[config.mk]
export PLATFORM = sky130hd
export DESIGN_NAME = dfsch_top
export DESIGN_NICKNAME = d
export VERILOG_FILES = /design/src/dfsch_pkg.sv /design/src/dfsch_top.sv
export SDC_FILE = /design/constraint.sdc
export NUM_CORES = 2
export LEC_CHECK = 0
export BUFFER_PORTS_ARGS = -buffer_cell sky130_fd_sc_hd__buf_4
export CAP_MARGIN = 25
export CORE_AREA = 2 2 752 380
export CTS_CLUSTER_DIAMETER = 200
export DETAILED_ROUTE_END_ITERATION = 8
export DIE_AREA = 0 0 754 382
export HOLD_SLACK_MARGIN = 0.06
export SLEW_MARGIN = 0
export SYNTH_ARGS = -nofsm -noshare
export SYNTH_HDL_FRONTEND = slang
export SYNTH_SLANG_ARGS = --single-unit
[constraint.sdc]
create_clock -name aclk -period 10.3 [get_ports aclk]
set_clock_uncertainty 0.15 [all_clocks]
set_input_delay 1.545 -clock aclk [delete_from_list [all_inputs] [get_ports aclk]]
set_output_delay 1.545 -clock aclk [all_outputs]
set_load 0.02 [all_outputs]
[src/dfsch_pkg.sv]
`default_nettype none
package dfsch_pkg;
	// ------------------------------------------------------------
	// Packet codes
	// ------------------------------------------------------------
	localparam logic [7:0] RSP_FLAG   = 8'h40; // Normal answer
	localparam logic [7:0] ERR_FLAG   = 8'hC0; // Refused command
	localparam logic [7:0] CMD_STORE  = 8'h04;
	localparam logic [7:0] CMD_CLEAR  = 8'h06;
	localparam logic [7:0] CMD_LINE1  = 8'h07;
	localparam logic [7:0] CMD_LINE2  = 8'h08;
	localparam logic [7:0] CMD_GLYPH  = 8'h09;
	localparam logic [7:0] CMD_MEMRD  = 8'h0A;
	localparam logic [7:0] CMD_CURPOS = 8'h0B;
	localparam logic [7:0] CMD_CURSTY = 8'h0C;
	localparam logic [7:0] CMD_FANRPT = 8'h10;
	localparam logic [7:0] CMD_FANPWR = 8'h11;
	localparam logic [7:0] CMD_OWINFO = 8'h12;
	localparam logic [7:0] RPT_FAN    = 8'h81;
	// ------------------------------------------------------------
	// Payload lengths and limits
	// ------------------------------------------------------------
	localparam logic [7:0] LEN_NONE    = 8'h00;
	localparam logic [7:0] LEN_ONE     = 8'h01;
	localparam logic [7:0] LEN_CURPOS  = 8'h02;
	localparam logic [7:0] LEN_FANPWR  = 8'h04;
	localparam logic [7:0] LEN_GLYPH   = 8'h09;
	localparam logic [7:0] LEN_LINE    = 8'h10;
	localparam logic [7:0] LEN_RD_RSP  = 8'h09;
	localparam logic [7:0] LEN_FAN_RSP = 8'h03;
	localparam logic [7:0] LEN_BAD     = 8'hFF; // Frame with no length byte
	localparam logic [7:0] GLYPH_MAX   = 8'h3F;
	localparam logic [7:0] FAN_FULL    = 8'h64; // 100 percent
	localparam logic [7:0] SPACE_CODE  = 8'h20;
	// ------------------------------------------------------------
	// Display memory layout
	// ------------------------------------------------------------
	localparam logic [5:0] ROW_CHARS = 6'h14; // 20 cells per row
	localparam int         LINE_OFS  = 2;     // Centre 16 of 20
	// ------------------------------------------------------------
	// Timing
	// ------------------------------------------------------------
	localparam int CLK_MHZ      = 100;
	localparam int FAN_SLOT_MS  = 125; // One eighth of a second
	localparam int FAN_SLOT_CYC = FAN_SLOT_MS * 1000 * CLK_MHZ;
	// ------------------------------------------------------------
	// Register map
	// ------------------------------------------------------------
	localparam logic [3:0]  REG_CTRL = 4'h0;
	localparam logic [3:0]  REG_STAT = 4'h4;
	localparam logic [3:0]  REG_FAN  = 4'h8;
	localparam logic [1:0]  RESP_OK  = 2'h0;
	localparam logic [1:0]  RESP_ERR = 2'h2;
	localparam logic [31:0] CTRL_RST = 32'h0000_0001;
	typedef enum logic [2:0] {ST_IDLE, ST_TYPE, ST_LEN, ST_PAY, ST_EXEC, ST_RSP} dfsch_state_e;
endpackage
`default_nettype wire

[src/dfsch_top.sv]
// Summary of operation
// - Answer type is command with bit 6
// - Clear fills spaces, cursor home
// - Write commands acknowledged with empty payload
// - Upper line gets 16 centre characters
// - Lower line gets 16 centre characters
// - Glyph command: index 0-7, rows to 63
// - Row bit 5 leftmost, first row top
// - Memory read takes one address byte
// - Memory read answers address plus eight bytes
// - Cursor command sets column and row
// - Cursor style picks one of four
// - Nonzero mask sends fan reports every 500ms
// - Fan reports spaced one eighth second
// - Reported fan forced full during its slot
// - Fan power takes four levels 0-100
// - One-wire table of 32 identities kept
// - One-wire info answers index plus identity
// - Only sensor family codes become eligible
// - Store command snapshots state for boot
//
// Chosen here: register access over AXI4-Lite and the register offsets.
`default_nettype none
module dfsch_top #(
	parameter int         FAN_SLOT_CYC = dfsch_pkg::FAN_SLOT_CYC,
	parameter logic [7:0] TEMP_FAM_A   = 8'hA1, // Arbitrary value
	parameter logic [7:0] TEMP_FAM_B   = 8'hB2  // Arbitrary value
) (
	input  wire logic        aclk,
	input  wire logic        aresetn,
	input  wire logic        cmd_valid,
	output var  logic        cmd_ready,
	input  wire logic [7:0]  cmd_byte,
	input  wire logic        cmd_last,
	output var  logic        rsp_valid,
	input  wire logic        rsp_ready,
	output var  logic [7:0]  rsp_byte,
	output var  logic        rsp_last,
	input  wire logic [63:0] fan_tach,
	output var  logic [31:0] fan_level,
	output var  logic [3:0]  cursor_col,
	output var  logic        cursor_row,
	output var  logic [1:0]  cursor_style,
	input  wire logic        ow_wr_en,
	input  wire logic [7:0]  ow_wr_addr,
	input  wire logic [7:0]  ow_wr_data,
	output var  logic [31:0] temp_eligible,
	input  wire logic [7:0]  disp_rd_addr,
	output var  logic [7:0]  disp_rd_data,
	output var  logic        boot_save,
	input  wire logic [3:0]  s_axi_awaddr,
	input  wire logic        s_axi_awvalid,
	output var  logic        s_axi_awready,
	input  wire logic [31:0] s_axi_wdata,
	input  wire logic [3:0]  s_axi_wstrb,
	input  wire logic        s_axi_wvalid,
	output var  logic        s_axi_wready,
	output var  logic [1:0]  s_axi_bresp,
	output var  logic        s_axi_bvalid,
	input  wire logic        s_axi_bready,
	input  wire logic [3:0]  s_axi_araddr,
	input  wire logic        s_axi_arvalid,
	output var  logic        s_axi_arready,
	output var  logic [31:0] s_axi_rdata,
	output var  logic [1:0]  s_axi_rresp,
	output var  logic        s_axi_rvalid,
	input  wire logic        s_axi_rready
);
	import dfsch_pkg::*;

	// ------------------------------------------------------------
	// Storage
	// ------------------------------------------------------------
	dfsch_state_e st_q;
	logic [7:0]   typ_q;
	logic [7:0]   len_q;
	logic [4:0]   cnt_q;
	logic [4:0]   idx_q;
	logic [7:0]   rsp_len_q;
	logic         rpt_mode_q;
	logic [7:0]   pay_q [0:15];
	logic [7:0]   txt_q [0:39];
	logic [5:0]   glyph_q [0:63];
	logic [7:0]   ow_tab [0:255];
	logic [7:0]   pwr_q [0:3];
	logic [3:0]   mask_q;
	logic [23:0]  tick_cnt_q;
	logic [1:0]   slot_q;
	logic         rpt_pend_q;
	logic [1:0]   rpt_fan_q;
	logic         ctrl_en_q;
	logic         aw_held_q;
	logic         w_held_q;
	logic [3:0]   awaddr_q;
	logic [31:0]  wdata_q;
	logic         wstrb0_q;

	// Byte of glyph or text memory at a controller address
	function automatic logic [7:0] mem_at(input logic [7:0] a);
		logic [5:0] ti;
		ti = a[6] ? ROW_CHARS + a[5:0] : a[5:0];
		if (a[7:6] == 2'b01) begin
			mem_at = {2'b00, glyph_q[a[5:0]]};
		end else if (a[7] && a[5:0] < ROW_CHARS) begin
			mem_at = txt_q[ti];
		end else begin
			mem_at = 8'h00;
		end
	endfunction

	// ------------------------------------------------------------
	// Command checking
	// ------------------------------------------------------------
	logic glyph_ok;
	logic fan_ok;
	logic ctl_ok;
	// Range scans over the buffered payload
	always_comb begin
		glyph_ok = pay_q[0] < 8'h08;
		fan_ok = 1'b1;
		for (int i = 0; i < 8; i++) begin
			if (pay_q[i + 1] > GLYPH_MAX) glyph_ok = 1'b0;
		end
		for (int i = 0; i < 4; i++) begin
			if (pay_q[i] > FAN_FULL) fan_ok = 1'b0;
		end
	end

	wire       len_ok  = cnt_q == len_q[4:0] && len_q[7:5] == 3'b000;
	wire [7:0] a0      = pay_q[0];
	wire       addr_ok = a0[7:6] == 2'b01 || (a0[7] && a0[5:0] < ROW_CHARS);
	// Per-command length and value checks; anything else is refused
	always_comb begin
		case (typ_q)
			CMD_STORE:  ctl_ok = len_q == LEN_NONE;
			CMD_CLEAR:  ctl_ok = len_q == LEN_NONE;
			CMD_LINE1:  ctl_ok = len_q == LEN_LINE;
			CMD_LINE2:  ctl_ok = len_q == LEN_LINE;
			CMD_GLYPH:  ctl_ok = len_q == LEN_GLYPH && glyph_ok;
			CMD_MEMRD:  ctl_ok = len_q == LEN_ONE && addr_ok;
			CMD_CURPOS: ctl_ok = len_q == LEN_CURPOS && a0 < 8'h10 && pay_q[1] < 8'h02;
			CMD_CURSTY: ctl_ok = len_q == LEN_ONE && a0 < 8'h04;
			CMD_FANRPT: ctl_ok = len_q == LEN_ONE && a0[7:4] == 4'h0;
			CMD_FANPWR: ctl_ok = len_q == LEN_FANPWR && fan_ok;
			CMD_OWINFO: ctl_ok = len_q == LEN_ONE && a0 < 8'h20;
			default:    ctl_ok = 1'b0;
		endcase
	end

	wire cmd_ok  = len_ok && ctl_ok;
	wire exec_ok = st_q == ST_EXEC && cmd_ok;
	wire rd_cmd  = typ_q == CMD_MEMRD || typ_q == CMD_OWINFO;

	// ------------------------------------------------------------
	// Answer byte selection
	// ------------------------------------------------------------
	wire [7:0]  k      = {3'b000, idx_q} - 8'h02;
	wire [7:0]  k_m1   = k - 8'h01;
	wire [15:0] tach   = fan_tach[{rpt_fan_q, 4'h0} +: 16];
	wire [7:0]  rpt_b  = k == 8'h00 ? {6'b0, rpt_fan_q} : (k == 8'h01 ? tach[15:8] : tach[7:0]);
	wire [7:0]  mem_b  = mem_at(a0 + k_m1);
	wire [7:0]  ow_b   = ow_tab[{a0[4:0], k_m1[2:0]}];
	wire [7:0]  rd_b   = k == 8'h00 ? a0 : (typ_q == CMD_MEMRD ? mem_b : ow_b);
	wire [7:0]  nxt_b  = idx_q == 5'h01 ? rsp_len_q : (rpt_mode_q ? rpt_b : rd_b);
	wire        nxt_l  = {3'b000, idx_q} == rsp_len_q + 8'h01;
	wire        rsp_hs = rsp_valid && rsp_ready;
	wire        cmd_hs = cmd_valid && cmd_ready;
	wire        rpt_go = st_q == ST_IDLE && rpt_pend_q;

	// ------------------------------------------------------------
	// Packet sequencer
	// ------------------------------------------------------------
	// Reports win the idle slot so a silent host cannot starve them
	always_ff @(posedge aclk) begin
		if (!aresetn) begin
			st_q       <= ST_IDLE;
			cmd_ready  <= 1'b0;
			rsp_valid  <= 1'b0;
			rsp_last   <= 1'b0;
			rsp_byte   <= 8'h00;
			idx_q      <= 5'h00;
			cnt_q      <= 5'h00;
			typ_q      <= 8'h00;
			len_q      <= 8'h00;
			rsp_len_q  <= 8'h00;
			rpt_mode_q <= 1'b0;
		end else begin
			case (st_q)
				ST_IDLE: begin
					if (rpt_pend_q) begin
						st_q       <= ST_RSP;
						rsp_valid  <= 1'b1;
						rsp_byte   <= RPT_FAN;
						rsp_last   <= 1'b0;
						rsp_len_q  <= LEN_FAN_RSP;
						rpt_mode_q <= 1'b1;
						idx_q      <= 5'h01;
					end else if (ctrl_en_q) begin
						st_q      <= ST_TYPE;
						cmd_ready <= 1'b1;
						cnt_q     <= 5'h00;
					end
				end
				ST_TYPE: begin
					if (cmd_hs) begin
						typ_q <= cmd_byte;
						len_q <= LEN_BAD;
						st_q  <= cmd_last ? ST_EXEC : ST_LEN;
						if (cmd_last) cmd_ready <= 1'b0;
					end else if (rpt_pend_q || !ctrl_en_q) begin
						cmd_ready <= 1'b0;
						st_q      <= ST_IDLE;
					end
				end
				ST_LEN: begin
					if (cmd_hs) begin
						len_q <= cmd_byte;
						st_q  <= cmd_last ? ST_EXEC : ST_PAY;
						if (cmd_last) cmd_ready <= 1'b0;
					end
				end
				ST_PAY: begin
					if (cmd_hs) begin
						if (cnt_q < 5'h10) pay_q[cnt_q[3:0]] <= cmd_byte;
						if (cnt_q != 5'h1F) cnt_q <= cnt_q + 5'h01;
						if (cmd_last) begin
							cmd_ready <= 1'b0;
							st_q      <= ST_EXEC;
						end
					end
				end
				ST_EXEC: begin
					st_q       <= ST_RSP;
					rsp_valid  <= 1'b1;
					rsp_last   <= 1'b0;
					rpt_mode_q <= 1'b0;
					idx_q      <= 5'h01;
					rsp_byte   <= typ_q | (cmd_ok ? RSP_FLAG : ERR_FLAG);
					rsp_len_q  <= (cmd_ok && rd_cmd) ? LEN_RD_RSP : LEN_NONE;
				end
				ST_RSP: begin
					if (rsp_hs) begin
						if (rsp_last) begin
							rsp_valid <= 1'b0;
							rsp_last  <= 1'b0;
							st_q      <= ST_IDLE;
						end else begin
							rsp_byte <= nxt_b;
							rsp_last <= nxt_l;
							idx_q    <= idx_q + 5'h01;
						end
					end
				end
				default: st_q <= ST_IDLE;
			endcase
		end
	end

	// ------------------------------------------------------------
	// Display, cursor and fan settings
	// ------------------------------------------------------------
	// Refused commands never reach these writes
	always_ff @(posedge aclk) begin
		if (!aresetn) begin
			for (int i = 0; i < 40; i++) txt_q[i] <= SPACE_CODE;
			for (int i = 0; i < 4; i++) pwr_q[i] <= FAN_FULL;
			cursor_col   <= 4'h0;
			cursor_row   <= 1'b0;
			cursor_style <= 2'h0;
			mask_q       <= 4'h0;
			boot_save    <= 1'b0;
		end else begin
			boot_save <= exec_ok && typ_q == CMD_STORE;
			if (exec_ok) begin
				case (typ_q)
					CMD_CLEAR: begin
						for (int i = 0; i < 40; i++) txt_q[i] <= SPACE_CODE;
						cursor_col <= 4'h0;
						cursor_row <= 1'b0;
					end
					CMD_LINE1: begin
						for (int i = 0; i < 16; i++) txt_q[LINE_OFS + i] <= pay_q[i];
					end
					CMD_LINE2: begin
						for (int i = 0; i < 16; i++) txt_q[20 + LINE_OFS + i] <= pay_q[i];
					end
					CMD_CURPOS: begin
						cursor_col <= a0[3:0];
						cursor_row <= pay_q[1][0];
					end
					CMD_CURSTY: cursor_style <= a0[1:0];
					CMD_FANRPT: mask_q <= a0[3:0];
					CMD_FANPWR: begin
						for (int i = 0; i < 4; i++) pwr_q[i] <= pay_q[i];
					end
					default: ;
				endcase
			end
		end
	end

	// Glyph rows kept as sent: bit 5 left, first row top
	always_ff @(posedge aclk) begin
		if (exec_ok && typ_q == CMD_GLYPH) begin
			for (int r = 0; r < 8; r++) glyph_q[{a0[2:0], r[2:0]}] <= pay_q[r + 1][5:0];
		end
	end

	// ------------------------------------------------------------
	// One-wire table, filled by the power-up enumerator
	// ------------------------------------------------------------
	always_ff @(posedge aclk) begin
		if (ow_wr_en) ow_tab[ow_wr_addr] <= ow_wr_data;
	end

	// Family code is byte 0 of each eight-byte identity
	always_ff @(posedge aclk) begin
		if (!aresetn) begin
			temp_eligible <= 32'h0000_0000;
		end else if (ow_wr_en && ow_wr_addr[2:0] == 3'h0) begin
			temp_eligible[ow_wr_addr[7:3]] <= ow_wr_data == TEMP_FAM_A || ow_wr_data == TEMP_FAM_B;
		end
	end

	// Refresh port for the panel driver
	always_ff @(posedge aclk) begin
		if (!aresetn) disp_rd_data <= 8'h00;
		else disp_rd_data <= mem_at(disp_rd_addr);
	end

	// ------------------------------------------------------------
	// Fan report slots
	// ------------------------------------------------------------
	wire       tick    = tick_cnt_q == 24'(FAN_SLOT_CYC - 1);
	wire [1:0] slot_nx = slot_q + 2'h1;
	// Four slots of 1/8 s make the half-second report period
	always_ff @(posedge aclk) begin
		if (!aresetn) begin
			tick_cnt_q <= 24'h00_0000;
			slot_q     <= 2'h0;
			rpt_pend_q <= 1'b0;
			rpt_fan_q  <= 2'h0;
		end else begin
			tick_cnt_q <= tick ? 24'h00_0000 : tick_cnt_q + 24'h00_0001;
			if (tick) slot_q <= slot_nx;
			if (tick && mask_q[slot_nx]) begin
				rpt_pend_q <= 1'b1;
				rpt_fan_q  <= slot_nx;
			end else if (rpt_go) begin
				rpt_pend_q <= 1'b0;
			end
		end
	end

	// Boost the reported fan whose slot is running; tach needs it spinning
	always_ff @(posedge aclk) begin
		if (!aresetn) begin
			fan_level <= {4{FAN_FULL}};
		end else begin
			for (int i = 0; i < 4; i++) begin
				fan_level[8*i +: 8] <= (mask_q[i] && slot_q == i[1:0]) ? FAN_FULL : pwr_q[i];
			end
		end
	end

	// ------------------------------------------------------------
	// AXI4-Lite slave
	// ------------------------------------------------------------
	wire        wr_go   = aw_held_q && w_held_q && !s_axi_bvalid;
	wire        wr_bad  = awaddr_q != REG_CTRL && awaddr_q != REG_STAT && awaddr_q != REG_FAN;
	wire        busy    = st_q != ST_IDLE && st_q != ST_TYPE;
	wire [31:0] stat_w  = {19'h0, mask_q, cursor_style, cursor_row, cursor_col, rpt_pend_q, busy};
	wire [31:0] rd_word = s_axi_araddr == REG_CTRL ? {31'h0, ctrl_en_q} :
	                      s_axi_araddr == REG_STAT ? stat_w :
	                      s_axi_araddr == REG_FAN  ? fan_level : 32'h0000_0000;
	wire        rd_bad  = s_axi_araddr != REG_CTRL && s_axi_araddr != REG_STAT &&
	                      s_axi_araddr != REG_FAN;
	// Address and data taken in either order, answered once both held
	always_ff @(posedge aclk) begin
		if (!aresetn) begin
			aw_held_q     <= 1'b0;
			w_held_q      <= 1'b0;
			awaddr_q      <= 4'h0;
			wdata_q       <= 32'h0000_0000;
			wstrb0_q      <= 1'b0;
			s_axi_awready <= 1'b1;
			s_axi_wready  <= 1'b1;
			s_axi_bvalid  <= 1'b0;
			s_axi_bresp   <= RESP_OK;
			ctrl_en_q     <= CTRL_RST[0];
		end else begin
			if (s_axi_awvalid && s_axi_awready) begin
				aw_held_q     <= 1'b1;
				awaddr_q      <= s_axi_awaddr;
				s_axi_awready <= 1'b0;
			end
			if (s_axi_wvalid && s_axi_wready) begin
				w_held_q     <= 1'b1;
				wdata_q      <= s_axi_wdata;
				wstrb0_q     <= s_axi_wstrb[0];
				s_axi_wready <= 1'b0;
			end
			if (wr_go) begin
				s_axi_bvalid <= 1'b1;
				s_axi_bresp  <= wr_bad ? RESP_ERR : RESP_OK;
				if (awaddr_q == REG_CTRL && wstrb0_q) ctrl_en_q <= wdata_q[0];
			end
			if (s_axi_bvalid && s_axi_bready) begin
				s_axi_bvalid  <= 1'b0;
				aw_held_q     <= 1'b0;
				w_held_q      <= 1'b0;
				s_axi_awready <= 1'b1;
				s_axi_wready  <= 1'b1;
			end
		end
	end

	// One read at a time, data captured at the address edge
	always_ff @(posedge aclk) begin
		if (!aresetn) begin
			s_axi_arready <= 1'b1;
			s_axi_rvalid  <= 1'b0;
			s_axi_rdata   <= 32'h0000_0000;
			s_axi_rresp   <= RESP_OK;
		end else if (s_axi_arvalid && s_axi_arready) begin
			s_axi_arready <= 1'b0;
			s_axi_rvalid  <= 1'b1;
			s_axi_rdata   <= rd_word;
			s_axi_rresp   <= rd_bad ? RESP_ERR : RESP_OK;
		end else if (s_axi_rvalid && s_axi_rready) begin
			s_axi_rvalid  <= 1'b0;
			s_axi_arready <= 1'b1;
		end
	end
endmodule
`default_nettype wire

==> flow_summary.yaml <==
grt:
  first_global_vias: 67400
  antenna_found_initial: 36
  grt_start_max_net_pins: 177
  grt.total_usage_pct: 26.4
  grt_pass1_wl_um: 536000
  overflow: 0
cts:
  htree_levels: 5
  post_cts_buffers: 0
  cts_hold_buf: 0
  post_cts_resized: 0
  clockBufferDepth: 4
  cts_root_buf: "clkbuf_16"
  cts.clk_slew.worst_paths_ns: 0.07
  cts_sinks: 3052
  numCtsBuffers: 282
  cts_tree: "done"
  clkLatencyLatePin_ns: 0.88
route:
  wirelength_met1_um: 173000
  drt_wl_total_um: 387000
  drc: 0
  drt-vias-per-instance: 6.41
  antenna_left: 0
  routedWlPerCell_um: 34.8
  wl_met2_um: 149000
  drtIter0Drc: 12100
  highest_layer: "met5"
  dr_wl_met3_um: 58600
  num_vias: 71300
  first_pass_iters: 8
sta:
  max_freq_ghz: 0.151
  hold_viol_final: 0
  final.min_clock_period_ns: 6.64
  worst_pin_slew_ns: 1.41
  slew-limit-headroom_pct: 6.09
  setup_viol: 0
  slew_violations: 0
  tns_ns: 0
  rsz0062_at_grt: "false"
  period_share_pct: 64.5
setup_path:
  cp-endpoint: "rsp_byte[1]"
  crit_chain: "inv_1, ha_1, xor2_4, inv_4, ha_1, nand2b_1, a21oi_1, a31oi_1, xnor2_1, mux2_2, a211oi_1, a211o_1, a21boi_1, nor4_1, o32ai_1"
  cp-start-kind: "register"
  critical_path.startpoint: "idx_q[1]"
  rrSetupSlack_ns: 3.66
  cp_data_arrival_time_ns: 7.22
  path_depth: 15
  rr_startpoint: "idx_q[1]"
  worstSetupPathType: "register to register"
  cpMostUsedCell: "ha_1"
  r2r-end: "rsp_byte[1]"
  cp_max_fo: 12
  critPathMaxStageDelay_ns: 0.96
  end_kind: "register"
  crit_family: "compound AO/OA/AOI/OAI gates"
  cp.buffers_inverters: 2
  r2r_cells: 15
  critPathRequiredTime_ns: 10.88
  crit_slowest_cell: "nor4_1"
die:
  core_area_um2: 281000
  die_area_um2: 288000
  die_w_um: 754
  row_count: 138
  start_util_pct: 44.9
  die_h_um: 382
  io_pins: 283
yosys:
  yosys-mux-area-fraction_pct: 17.8
  synth_compound_area_share_pct: 2.87
  yosysSeqAreaShare_pct: 71.0
  synth_cell_types: 88
  synth-edff-count: 2848
  synth-xor-area-share_pct: 0.383
  synth_top_family_by_area: "multiplexers"
  ys_ff_latch: 3052
  synth-simple-area-share_pct: 5.97
  synth_fa_ha_area_share_pct: 0.323
  synth_flop_cell: "edfxtp_1"
  netlist_area_um2: 126000
  async_reset_ff_share_pct: 0
  yosys_warnings: 0
  synth_area_per_cell_um2: 18.6
  syn_inst: 6784
layout:
  layout_commonest_cell: "edfxtp_1"
  stdcell_count: 11100
  syn2layout_area_growth_pct: 13.0
  mostFrequentLayoutCells: "edfxtp_1 (2848), mux4_2 (929), buf_4 (434)"
  final_nets: 7305
  drive_gt1_share_pct: 26.4
power_and_ir_drop:
  p_int_mw: 20.0
  switchingPower_mw: 5.66
  clockPowerShare_pct: 41.5
  p_leak_nw: 44.9
  power_density_nw_per_um2: 180
  p_sw_share_pct: 22.0
  peakVddDrop_uv: 134
  finalPower_mw: 25.7
  combinationalPowerShare_pct: 5.5
  power.share.sequential_pct: 53.0
place:
  gp_congestion: 0.941
  port-buffer-count: 246
  dp_cells: 10600
  place_hpwl_um: 256000
min_path:
  hold_path.class: "register to register"
  hp-start: "pwr_q[3][5]"
job:
  cap_viol_max_count: 0
outcome:
  status: "finished, final reports clean"
[worst min path at each step]
stage | cells past startpoint | endpoint | slack, ns
after global placement | 1 | fan_level[30] | 0.26
final | 1 | fan_level[29] | 0.26
after CTS | 1 | fan_level[29] | 0.27
after floorplan | 1 | fan_level[10] | 0.25
after detailed placement | 1 | fan_level[30] | 0.26
after global routing | 1 | fan_level[26] | 0.29
[cells by family after synthesis]
| kind of cell | count (synthesis) |
|---|---|
| XOR/XNOR | 52 |
| other | 1 |
| adder cells (fa/ha/maj) | 32 |
| flip-flops | 3052 |
| AND/OR/NAND/NOR | 1539 |
| AO/OA/AOI/OAI | 559 |
| buffers and inverters | 470 |
| multiplexers | 1079 |
[worst reg2reg max path: cells and delay by family, from the launching register on]
| family | cells | cell delay (ns) |
|---|---|---|
| AO/OA/AOI/OAI | 6 | 1.50 |
| AND/OR/NAND/NOR | 2 | 1.04 |
| multiplexers | 1 | 0.62 |
| flip-flops | 1 | 0.66 |
| adder cells (fa/ha/maj) | 2 | 0.97 |
| buffers and inverters | 2 | 0.31 |
| XOR/XNOR | 2 | 1.26 |
[stage by stage]
stage               worst slack [ns]  hold slack, ns  utilization [%]  cell area, um2
global placement                3.89           0.261             47.2          133000
detailed placement              3.88           0.263             47.3          133000
CTS                             3.86           0.273             50.6          142000
finish                          3.66           0.259             50.7          143000
global route                    3.42           0.290             50.7          143000
floorplan                       3.68           0.251                -          126000
[layer usage]
layer	track usage, %	up-vias
met3	10.5	402
met4	4.08	22
met5	1.06	-
met1	43.3	38000
li1	-	28200
met2	32.8	4706
[power groups by stage]
| stage | logic (mW) | registers, mW | clock network [mW] |
|---|---|---|---|
| floorplan | 0.794 | 13.9 | 0 |
| global placement | 1.37 | 13.9 | 0 |
| detailed placement | 1.39 | 13.9 | 0 |
| CTS | 1.39 | 13.6 | 10.8 |
| global route | 1.48 | 13.6 | 11.3 |
| finish | 1.41 | 13.6 | 10.7 |
[sequential cells by signal (all words and copies together) (netlist names), 32 cells and up]
name	flops
fan_level	32
glyph_q	384
ow_tab	2048
pay_q	128
pwr_q	32
s_axi_rdata	32
temp_eligible	32
txt_q	256
[final cells by class]
class	instances	area, um2
antenna	11	27.5
clock buffer	357	7670
clock inverter	142	1440
fill	22600	139000
inverter	30	120
multi-input combinational	3267	34800
sequential	3052	89600
tap	3780	4730
timing repair buffer	489	4160
[cells in the mapped netlist, types with 50 or more instances]
library cell     n  area, um2
dfxtp_1        204       4080
o22ai_1         55        344
mux2i_1        129       1290
o21ai_0        110        551
mux4_2         929      20900
nand3_1        143        716
buf_2          111        556
nor3_1          75        375
clkbuf_1       224        841
nand2_1        373       1400
edfxtp_1      2848      85500
a21oi_1        159        796
nor2_1         412       1550
nand2b_1        84        526
and2_1         273       1710
buf_4           54        405
buf_1           50        188
(Power assumes the default switching activity.)
